## src/hdl/pwacu_map.svh

```systemverilog
// Constants of the word arithmetic and compare unit: opcodes, limits, flag reset values.
// Assumes the execution engine supplies operands and stores results on the same clock.
// Function
// [RQ1] The relational box compares two 16-bit words for equal, not equal, less and less-or-equal.
// [RQ2] The box output conducts like a normally-open contact, on only while the comparison is true.
// [RQ3] Assignment copies the source to the destination, bit to bit or word to word only.
// [RQ4] Binary add stores the low 16 bits of the unsigned sum and sets carry only above HFFFF.
// [RQ5] Binary subtract stores first minus second and sets carry when the first is smaller.
// [RQ6] BCD add stores the packed decimal sum and puts the decimal carry in the carry flag.
// [RQ7] BCD add with an invalid digit sets data fault, writes nothing and holds carry.
// [RQ8] BCD subtract keeps borrow in carry, and an invalid digit sets data fault and holds carry.
// [RQ9] Binary multiply always writes the full double-word product to the destination and next word.
// [RQ10] BCD multiply past the area end sets data fault and stores only the low product word.
// [RQ11] Binary divide writes the quotient to the destination and the remainder to the remainder word.
// [RQ12] A zero binary divisor sets data fault and writes neither quotient nor remainder.
// [RQ13] BCD divide with zero divisor or invalid digit sets data fault and writes nothing.
// [RQ14] OR combines both operands bit by bit into the destination, all bits or all words.
// [RQ15] AND combines both operands bit by bit into the destination, all bits or all words.
// [RQ16] Carry and data fault hold their values until an instruction that affects them.
`ifndef PWACU_MAP_SVH
`define PWACU_MAP_SVH

`define PWACU_WORD_W      16
`define PWACU_OP_W        4
`define PWACU_CARRY_RST   1'h0
`define PWACU_FAULT_RST   1'h0
`define PWACU_BCD_MOD     15'h2710
`define PWACU_BCD_DIGIT_MAX 4'h9
`define PWACU_BIN_MAX     17'h0FFFF

`define PWACU_OP_ASSIGN   4'h0
`define PWACU_OP_ADD      4'h1
`define PWACU_OP_SUB      4'h2
`define PWACU_OP_BADD     4'h3
`define PWACU_OP_BSUB     4'h4
`define PWACU_OP_MUL      4'h5
`define PWACU_OP_BMUL     4'h6
`define PWACU_OP_DIV      4'h7
`define PWACU_OP_BDIV     4'h8
`define PWACU_OP_OR       4'h9
`define PWACU_OP_AND      4'hA
`define PWACU_OP_EQ       4'hB
`define PWACU_OP_NE       4'hC
`define PWACU_OP_LT       4'hD
`define PWACU_OP_LE       4'hE

`endif

```

## src/hdl/pwacu_pkg.sv

```systemverilog
// Types of the word arithmetic and compare unit.
// Assumes pwacu_map.svh is on the include path.
`include "pwacu_map.svh"
package pwacu_pkg;
  typedef enum logic [`PWACU_OP_W-1:0] {
    PWACU_ASSIGN = `PWACU_OP_ASSIGN,
    PWACU_ADD    = `PWACU_OP_ADD,
    PWACU_SUB    = `PWACU_OP_SUB,
    PWACU_BADD   = `PWACU_OP_BADD,
    PWACU_BSUB   = `PWACU_OP_BSUB,
    PWACU_MUL    = `PWACU_OP_MUL,
    PWACU_BMUL   = `PWACU_OP_BMUL,
    PWACU_DIV    = `PWACU_OP_DIV,
    PWACU_BDIV   = `PWACU_OP_BDIV,
    PWACU_OR     = `PWACU_OP_OR,
    PWACU_AND    = `PWACU_OP_AND,
    PWACU_EQ     = `PWACU_OP_EQ,
    PWACU_NE     = `PWACU_OP_NE,
    PWACU_LT     = `PWACU_OP_LT,
    PWACU_LE     = `PWACU_OP_LE
  } pwacu_op_e;
  typedef logic [`PWACU_WORD_W-1:0] pwacu_word_t;
endpackage : pwacu_pkg

```

## src/hdl/pwacu_top.sv

```systemverilog
// Word arithmetic, logic and relational datapath of the controller's instruction processor.
// Assumes the execution engine on the same clock presents one instruction per req pulse
// and stores the registered results that appear one cycle later with done.
`timescale 1ns/10ps
`include "pwacu_map.svh"
module pwacu_top (
  input  wire logic                 clk,
  input  wire logic                 rst_n,
  input  wire logic                 ce,
  input  wire logic                 req,
  input  wire pwacu_pkg::pwacu_op_e op,
  input  wire logic                 bit_mode,
  input  wire pwacu_pkg::pwacu_word_t src1,
  input  wire pwacu_pkg::pwacu_word_t src2,
  input  wire logic                 rung_power,
  input  wire logic                 dest_at_area_end,
  output logic                      done,
  output logic                      dest_we,
  output pwacu_pkg::pwacu_word_t    dest_data,
  output logic                      dest_hi_we,
  output pwacu_pkg::pwacu_word_t    dest_hi_data,
  output logic                      rem_we,
  output pwacu_pkg::pwacu_word_t    rem_data,
  output logic                      bit_we,
  output logic                      bit_data,
  output logic                      box_on,
  output logic                      carry_flag,
  output logic                      data_fault_flag
);

  // Every nibble must be a decimal digit
  function automatic logic bcd_ok(input logic [15:0] w);
    bcd_ok = (w[15:12] <= `PWACU_BCD_DIGIT_MAX) && (w[11:8] <= `PWACU_BCD_DIGIT_MAX) &&
             (w[7:4] <= `PWACU_BCD_DIGIT_MAX) && (w[3:0] <= `PWACU_BCD_DIGIT_MAX);
  endfunction : bcd_ok

  function automatic logic [13:0] bcd2bin(input logic [15:0] w);
    logic [13:0] acc;
    acc = 14'(w[15:12]) * 14'h03E8;
    acc = acc + 14'(w[11:8]) * 14'h0064;
    acc = acc + 14'(w[7:4]) * 14'h000A;
    bcd2bin = acc + 14'(w[3:0]);
  endfunction : bcd2bin

  // Shift-add-3 conversion; one shared loop serves every BCD result width
  function automatic logic [31:0] bin2bcd(input logic [26:0] v);
    logic [31:0] bcd;
    bcd = 32'h0000_0000;
    for (int i = 26; i >= 0; i--) begin
      for (int d = 0; d < 8; d++) begin
        if (bcd[d*4 +: 4] > 4'h4) begin
          bcd[d*4 +: 4] = bcd[d*4 +: 4] + 4'h3;
        end
      end
      bcd = {bcd[30:0], v[i]};
    end
    bin2bcd = bcd;
  endfunction : bin2bcd

  logic [13:0] a_dec;
  logic [13:0] b_dec;
  logic        bcd_valid;
  logic [16:0] bin_sum;
  logic [16:0] bin_diff;
  logic [31:0] bin_prod;
  logic [14:0] dec_sum;
  logic [14:0] dec_diff;
  logic [26:0] dec_prod;
  logic [31:0] dec_prod_bcd;

  assign a_dec        = bcd2bin(src1);
  assign b_dec        = bcd2bin(src2);
  assign bcd_valid    = bcd_ok(src1) && bcd_ok(src2);
  assign bin_sum      = {1'h0, src1} + {1'h0, src2};
  assign bin_diff     = {1'h0, src1} - {1'h0, src2};
  assign bin_prod     = {16'h0000, src1} * {16'h0000, src2};
  assign dec_sum      = {1'h0, a_dec} + {1'h0, b_dec};
  assign dec_diff     = {1'h0, a_dec} - {1'h0, b_dec};
  assign dec_prod     = {13'h0000, a_dec} * {13'h0000, b_dec};
  assign dec_prod_bcd = bin2bcd(dec_prod);

  logic        dest_we_next;
  logic [15:0] dest_data_next;
  logic        dest_hi_we_next;
  logic [15:0] dest_hi_data_next;
  logic        rem_we_next;
  logic [15:0] rem_data_next;
  logic        bit_we_next;
  logic        bit_data_next;
  logic        box_next;
  logic        carry_next;
  logic        fault_next;
  logic [14:0] dec_adj;
  logic [31:0] dec_tmp;

  always_comb begin
    dec_adj           = 15'h0000;
    dec_tmp           = 32'h0000_0000;
    dest_we_next      = 1'b0;
    dest_data_next    = 16'h0000;
    dest_hi_we_next   = 1'b0;
    dest_hi_data_next = 16'h0000;
    rem_we_next       = 1'b0;
    rem_data_next     = 16'h0000;
    bit_we_next       = 1'b0;
    bit_data_next     = 1'b0;
    box_next          = box_on;
    carry_next        = carry_flag;
    fault_next        = data_fault_flag;
    case (op)
      pwacu_pkg::PWACU_ASSIGN: begin
        if (bit_mode) begin
          bit_we_next   = 1'b1; // RQ3
          bit_data_next = src1[0];
        end else begin
          dest_we_next   = 1'b1; // RQ3
          dest_data_next = src1;
        end
      end
      pwacu_pkg::PWACU_ADD: begin
        dest_we_next   = 1'b1;
        dest_data_next = bin_sum[15:0]; // RQ4
        carry_next     = bin_sum > `PWACU_BIN_MAX; // RQ4
      end
      pwacu_pkg::PWACU_SUB: begin
        dest_we_next   = 1'b1;
        dest_data_next = bin_diff[15:0]; // RQ5
        carry_next     = src1 < src2; // RQ5
      end
      pwacu_pkg::PWACU_BADD: begin
        // Invalid digits leave carry alone and write nothing
        fault_next = !bcd_valid; // RQ7
        if (bcd_valid) begin
          carry_next     = dec_sum >= `PWACU_BCD_MOD; // RQ6
          dec_adj        = carry_next ? dec_sum - `PWACU_BCD_MOD : dec_sum;
          dec_tmp        = bin2bcd({12'h000, dec_adj});
          dest_we_next   = 1'b1; // RQ6
          dest_data_next = dec_tmp[15:0];
        end
      end
      pwacu_pkg::PWACU_BSUB: begin
        fault_next = !bcd_valid; // RQ8
        if (bcd_valid) begin
          carry_next     = a_dec < b_dec; // RQ8
          // Ten's complement wrap on borrow
          dec_adj        = carry_next ? dec_diff + `PWACU_BCD_MOD : dec_diff;
          dec_tmp        = bin2bcd({12'h000, dec_adj});
          dest_we_next   = 1'b1;
          dest_data_next = dec_tmp[15:0];
        end
      end
      pwacu_pkg::PWACU_MUL: begin
        dest_we_next      = 1'b1; // RQ9
        dest_hi_we_next   = 1'b1; // RQ9
        dest_data_next    = bin_prod[15:0];
        dest_hi_data_next = bin_prod[31:16];
      end
      pwacu_pkg::PWACU_BMUL: begin
        // Invalid digits raise the fault as an overrun does, but store nothing, not even the low word
        fault_next        = dest_at_area_end || !bcd_valid; // RQ10
        dest_we_next      = bcd_valid; // RQ10
        dest_hi_we_next   = bcd_valid && !dest_at_area_end; // RQ10
        dest_data_next    = dec_prod_bcd[15:0];
        dest_hi_data_next = dec_prod_bcd[31:16];
      end
      pwacu_pkg::PWACU_DIV: begin
        fault_next = src2 == 16'h0000; // RQ12
        if (src2 != 16'h0000) begin
          dest_we_next   = 1'b1; // RQ11
          rem_we_next    = 1'b1; // RQ11
          dest_data_next = src1 / src2;
          rem_data_next  = src1 % src2;
        end
      end
      pwacu_pkg::PWACU_BDIV: begin
        fault_next = !bcd_valid || b_dec == 14'h0000; // RQ13
        if (bcd_valid && b_dec != 14'h0000) begin
          dec_tmp        = bin2bcd({13'h0000, a_dec / b_dec});
          dest_data_next = dec_tmp[15:0];
          dec_tmp        = bin2bcd({13'h0000, a_dec % b_dec});
          rem_data_next  = dec_tmp[15:0];
          dest_we_next   = 1'b1; // RQ13
          rem_we_next    = 1'b1; // RQ13
        end
      end
      pwacu_pkg::PWACU_OR: begin
        if (bit_mode) begin
          bit_we_next   = 1'b1;
          bit_data_next = src1[0] | src2[0]; // RQ14
        end else begin
          dest_we_next   = 1'b1;
          dest_data_next = src1 | src2; // RQ14
        end
      end
      pwacu_pkg::PWACU_AND: begin
        if (bit_mode) begin
          bit_we_next   = 1'b1;
          bit_data_next = src1[0] & src2[0]; // RQ15
        end else begin
          dest_we_next   = 1'b1;
          dest_data_next = src1 & src2; // RQ15
        end
      end
      pwacu_pkg::PWACU_EQ: box_next = rung_power && (src1 == src2); // RQ1 RQ2
      pwacu_pkg::PWACU_NE: box_next = rung_power && (src1 != src2); // RQ1 RQ2
      pwacu_pkg::PWACU_LT: box_next = rung_power && (src1 < src2); // RQ1 RQ2
      pwacu_pkg::PWACU_LE: box_next = rung_power && (src1 <= src2); // RQ1 RQ2
      default: begin
        // Unknown opcode: acknowledged, nothing written, flags held
        box_next = box_on;
      end
    endcase
  end

  // Write strobes and results
  always_ff @(posedge clk or negedge rst_n) begin
    if (!rst_n) begin
      done         <= 1'b0;
      dest_we      <= 1'b0;
      dest_hi_we   <= 1'b0;
      rem_we       <= 1'b0;
      bit_we       <= 1'b0;
      dest_data    <= 16'h0000;
      dest_hi_data <= 16'h0000;
      rem_data     <= 16'h0000;
      bit_data     <= 1'b0;
    end else if (ce) begin
      done       <= req;
      dest_we    <= req && dest_we_next;
      dest_hi_we <= req && dest_hi_we_next;
      rem_we     <= req && rem_we_next;
      bit_we     <= req && bit_we_next;
      if (req) begin
        dest_data    <= dest_data_next;
        dest_hi_data <= dest_hi_data_next;
        rem_data     <= rem_data_next;
        bit_data     <= bit_data_next;
      end
    end
  end

  // Relational contact output
  always_ff @(posedge clk or negedge rst_n) begin
    if (!rst_n) begin
      box_on <= 1'b0;
    end else if (ce && req) begin
      box_on <= box_next; // RQ2
    end
  end

  // Special flags hold between instructions that touch them
  always_ff @(posedge clk or negedge rst_n) begin
    if (!rst_n) begin
      carry_flag      <= `PWACU_CARRY_RST;
      data_fault_flag <= `PWACU_FAULT_RST;
    end else if (ce && req) begin
      carry_flag      <= carry_next; // RQ16
      data_fault_flag <= fault_next; // RQ16
    end
  end

endmodule : pwacu_top

```

## config.mk

```make
export PLATFORM = sky130hd
export DESIGN_NAME = pwacu_top
export DESIGN_NICKNAME = d
export VERILOG_FILES = /design/src/hdl/pwacu_pkg.sv /design/src/hdl/pwacu_top.sv
export VERILOG_INCLUDE_DIRS = /design/src /design/src/hdl
export SDC_FILE = /design/constraint.sdc
export NUM_CORES = 2
export LEC_CHECK = 0
export ABC_AREA = 0
export BUFFER_PORTS_ARGS = -buffer_cell sky130_fd_sc_hd__buf_4
export CAP_MARGIN = 0
export CORE_AREA = 10 10 447 231
export CTS_CLUSTER_SIZE = 30
export DETAILED_ROUTE_END_ITERATION = 12
export DIE_AREA = 0 0 457 241
export PLACE_DENSITY = 0.81
export SYNTH_ARGS = -nofsm -noshare
export SYNTH_HDL_FRONTEND = slang
export SYNTH_SLANG_ARGS = --single-unit
```

## constraint.sdc

```tcl
create_clock -name clk -period 1.65 [get_ports clk]
set_clock_uncertainty 0.2 [all_clocks]
set_input_delay 0.2475 -clock clk [delete_from_list [all_inputs] [get_ports clk]]
set_output_delay 0.2475 -clock clk [all_outputs]
set_load 0.03 [all_outputs]
```

==> results.md, run 1 <==
- Error: [ERROR DPL-0033] detailed placement checks failed during check placement.
- Clock buffer depth: 2
- # hold bufs at CTS: 1
- Post-CTS Repair Setup Buffers: 378
- Ports: 100
- Post_cts resized: 606
- Synth Warn #: 0
- CTS sink count: 57
- Yosys reg bits: 57
- FP Rows: 80
- Clock Root Buffer: clkbuf_16
- Run status: aborted with a tool error
- RePlAce Congestion: 1.07
- Placed Area: 87800 sq um
- Mapped cell area: 61700 sq um
- Number of flops mapped to enable cells by yosys: 0
- Fraction of registers with async set/reset: 100%
- Total CTS buffers: 9
- Sequential fraction of the synthesis area: 2.31%
- Post-DP HPWL: 249000 um
- Synthesized area per cell: 7.66 sq um
- Die X: 457 um
- Inst Count DP: 12280
- H-tree levels: 3
- Initial core utilization: 64.9%
- Post-synthesis cell type count: 144
- Failed at: clock tree synthesis (4_1_cts)
- Buffers on Ports: 99
- Die height: 241 um
- Mapped Cells: 8051
- Primary FF master, synth: dfrtp_1
- Post-Syn Nets: 9533
==> cell usage after synthesis (all sizes together) (54+ instances only) <==
master,count,area share [%]
o21bai,96,1.2
nor3,266,2.2
a211oi,67,0.86
mux2i,238,4.0
xnor2,298,4.3
dfrtp,57,2.3
a21o,135,1.6
inv,894,5.4
and2,92,0.94
ha,1065,22
a21oi,532,4.4
o21a,213,2.6
nor2,672,4.1
clkbuf,160,0.97
nand2,675,4.1
or2,82,0.84
nand2b,117,1.2
xor2,140,2.0
nand3,102,0.83
or3,58,0.60
fa,374,12
a221oi,54,0.82
o211ai,84,1.1
o31ai,97,1.3
a31oi,74,0.81
mux2,178,3.3
o21ai,378,3.1
==> stage by stage <==
stage	setup slack (ns)	utilization, %
after floorplan	-36.06	-
after global placement	-34.41	92.5
after detailed placement	-38.87	92.5
==> cell families after synthesis <==
family | Yosys count | share of synthesized area [%]
AO/OA/AOI/OAI | 2248 | 25.4
buffers and inverters | 1097 | 6.75
flip-flops | 57 | 2.31
AND/OR/NAND/NOR | 2352 | 18.1
adder cells (fa/ha/maj) | 1441 | 33.8
XOR/XNOR | 440 | 6.34
multiplexers | 416 | 7.31
==> run 2, diff against run 1 <==
- CORE_AREA: 10 10 447 231 -> 10 10 404 406
- CTS_CLUSTER_SIZE: 30 -> unset
- DIE_AREA: 0 0 457 241 -> 0 0 414 416
- PLACE_DENSITY: 0.81 -> unset
- PLACE_DENSITY_LB_ADDON: unset -> 0.15
==> results.md, run 2 <==
- Run status: complete, but fails checks (was aborted with a tool error)
- Failing checks: setup timing
- Synth Warn #: 0 (unchanged)
- Post-synthesis cell type count: 144 (unchanged)
- Design area: 95400 sq um
- Crit path largest cell delay: 0.52 ns
- Commonest non-fill, non-tap cell in the layout: buf_4
- Buffers on Ports: 99 (unchanged)
- Tmin final: 37.10 ns
- Commonest cells in the netlist: 1065 x ha_1, 887 x inv_1, 673 x nand2_1 (unchanged)
- Largest net degree at the start of global routing: 37
- Hold slack: 0.0412 ns
- Least-Margin Pin Slew: 1.19 ns
- Mapped Cells: 8051 (unchanged)
- Ports: 100 (unchanged)
- Total CTS buffers: 9 (unchanged)
- FP Rows: 145 (was 80)
- All-Layer GR Usage: 26.4%
- Number of flops mapped to enable cells by yosys: 0 (unchanged)
- Layout area overhead: 54.6%
- Clock buffer depth: 2 (unchanged)
- Slowest CP cell: or4_4
- Worst Path Arrival: 37.21 ns
- Period Utilization, post-route: 2250%
- Worst-path fanout max: 6
- DR iter-0 viols: 3995
- Fmax: 27.0 MHz
- Initial DRT Pass Iterations: 5
- Final Setup Violations: 55
- Commonest cells after routing, fill and taps aside: 3479 x buf_4, 954 x ha_1, 860 x inv_1, 660 x nand2_1, 624 x nor2_1
- Top-count cell post-synth: ha_1 (unchanged)
- RSZ-0062 raised after global routing: yes
- Final Max Slew Viols: 0
- Top cells by area, synth: ha_1 22%, fa_1 12%, inv_1 5.4%, a21oi_1 4.3%, xnor2_1 4.2% (unchanged)
- Layout net count: 12914
- Clock Root Buffer: clkbuf_16 (unchanged)
- Post-synth top area share: 21.6% (unchanged)
- Worst EP required: 1.76 ns
- Placed Area: 89400 sq um (was 87800 sq um)
- Most frequent CP cell: buf_4
- Die height: 416 um (was 241 um)
- Share of cells above drive strength 1: 40.4%
- CTS sink count: 57 (unchanged)
- Mapped cell area: 61700 sq um (unchanged)
- Clock Latency Late Sink: 0.38 ns
- Vias in the first global route: 72332
- Crit. End Element: flop
- Sequential fraction of the synthesis area: 2.31% (unchanged)
- Die X: 414 um (was 457 um)
- FF+latch area: 1430 sq um
- Setup WS post-layout: -35.45 ns
- Fraction of registers with async set/reset: 100% (unchanged)
- RePlAce Congestion: 0.991 (was 1.07)
- CTS tree: yes
- Die area: 172000 sq um
- Crit path kind: primary input to flop
- Synthesized area per cell: 7.66 sq um (unchanged)
- DR vias/cell: 5.37
- Initial antenna violation count: 8
- HP Class: primary input to flop
- Final Hold Viols: 0
- Maxcap violations: 0
- Synth area leader: ha_1 (unchanged)
- H-tree levels: 3 (unchanged)
- Yosys reg bits: 57 (unchanged)
- Final TNS setup: -1538.70 ns
- Relative slew slack: 19.7%
- Post-Syn Nets: 9533 (unchanged)
- Largest regs: dest_data: 16 flops, dest_hi_data: 16 flops, rem_data: 16 flops
- Grt ovf: 0
- DRT antenna net count: 0
- Critical path startpoint category: primary input
- Drt total wl: 241000 um
- Primary FF master, synth: dfrtp_1 (unchanged)
- Worst-path clk slew: 0.07 ns
- Initial core utilization: 39.7% (was 64.9%)
- Drt wl/cell: 17.9 um
- Post-DP HPWL: 198000 um (was 249000 um)
- Core footprint: 155000 sq um
- Via count: 72445
- DRC errors left: 0
- Area of the multi-input gates: 60300 sq um
- Filler Cells Inserted: 13944
- First-pass GRT wire length: 378000 um
==> run 2: cell counts after synthesis <==
No cell type changed its count.
==> run 2: timing repair <==
action                     in CTS  in global routing
pin swaps                     185                238
resized for setup             314                330
gates cloned                    1                  1
hold buffers                    2                  0
setup endpoints to repair      55                 55
hold endpoints to repair       58                  0
buffers inserted              206                125
==> run 2: logic make-up after synthesis <==
kind of cell               Yosys count  synth area share (%)
and+or+nand+nor                   2352                  18.1
AOI/OAI and AO/OA                 2248                  25.4
xor gates and xnor gates           440                  6.34
adders and majority gates         1441                  33.8
DFF                                 57                  2.31
muxes                              416                  7.31
buffers and inverters             1097                  6.75
==> run 2: routing by layer <==
layer / share of wire [%] / vias to the layer above / routed length, um / track usage, %
met1: 45 / 34613 / 108000 / 35.0
met2: 45 / 1896 / 108000 / 44.1
li1: - / 35483 / - / -
met5: 0.039 / - / 95 / 0
met3: 6.5 / 443 / 15800 / 4.10
met4: 3.7 / 10 / 8990 / 7.82
==> run 2: metrics by stage <==
stage                     util [%]  setup WS, ns  cells
after floorplan                  -        -36.06   8051
after global placement        57.6        -35.44  13147
after detailed placement      57.6        -36.33  13147
after CTS                     59.7        -34.44  13371
after global routing          61.4        -37.17  13496
final                         61.4        -35.45  13498
==> run 2: worst max-delay path: cells and delay by family <==
| kind | cells | cell delay [ns] |
|---|---|---|
| AO/OA/AOI/OAI | 98 | 15.74 |
| XOR/XNOR | 2 | 0.27 |
| adder cells (fa/ha/maj) | 22 | 6.04 |
| buffers and inverters | 77 | 9.26 |
| multiplexers | 5 | 1.24 |
| AND/OR/NAND/NOR | 30 | 4.30 |
==> run 2: layout make-up <==
cell class / count / area share, %
multi-input combinational: 6898 / 63.2
timing repair buffer: 3555 / 28.6
inverter: 911 / 3.65
tap: 2058 / 2.70
sequential: 57 / 1.50
clock buffer: 9 / 0.236
clock inverter: 7 / 0.0892
antenna: 3 / 0.00787
==> run 2: worst paths after layout <==
check,from,end,slack (ns),cells after the start
setup reg to reg,dest_hi_data[7],dest_hi_data[7],0.51,2
max in group asynchronous,rst_n,data_fault_flag,0.63,3
hold reg to reg,bit_data,bit_data,0.30,2
setup / recovery,src2[14],rem_data[10],-35.45,234
hold / removal,op[3],box_on,0.04,3
min in group asynchronous,rst_n,rem_data[3],0.07,2
Power of run 2 is not shown: default switching activity piles up to over one toggle a cycle in this logic, so the estimate is an artifact.
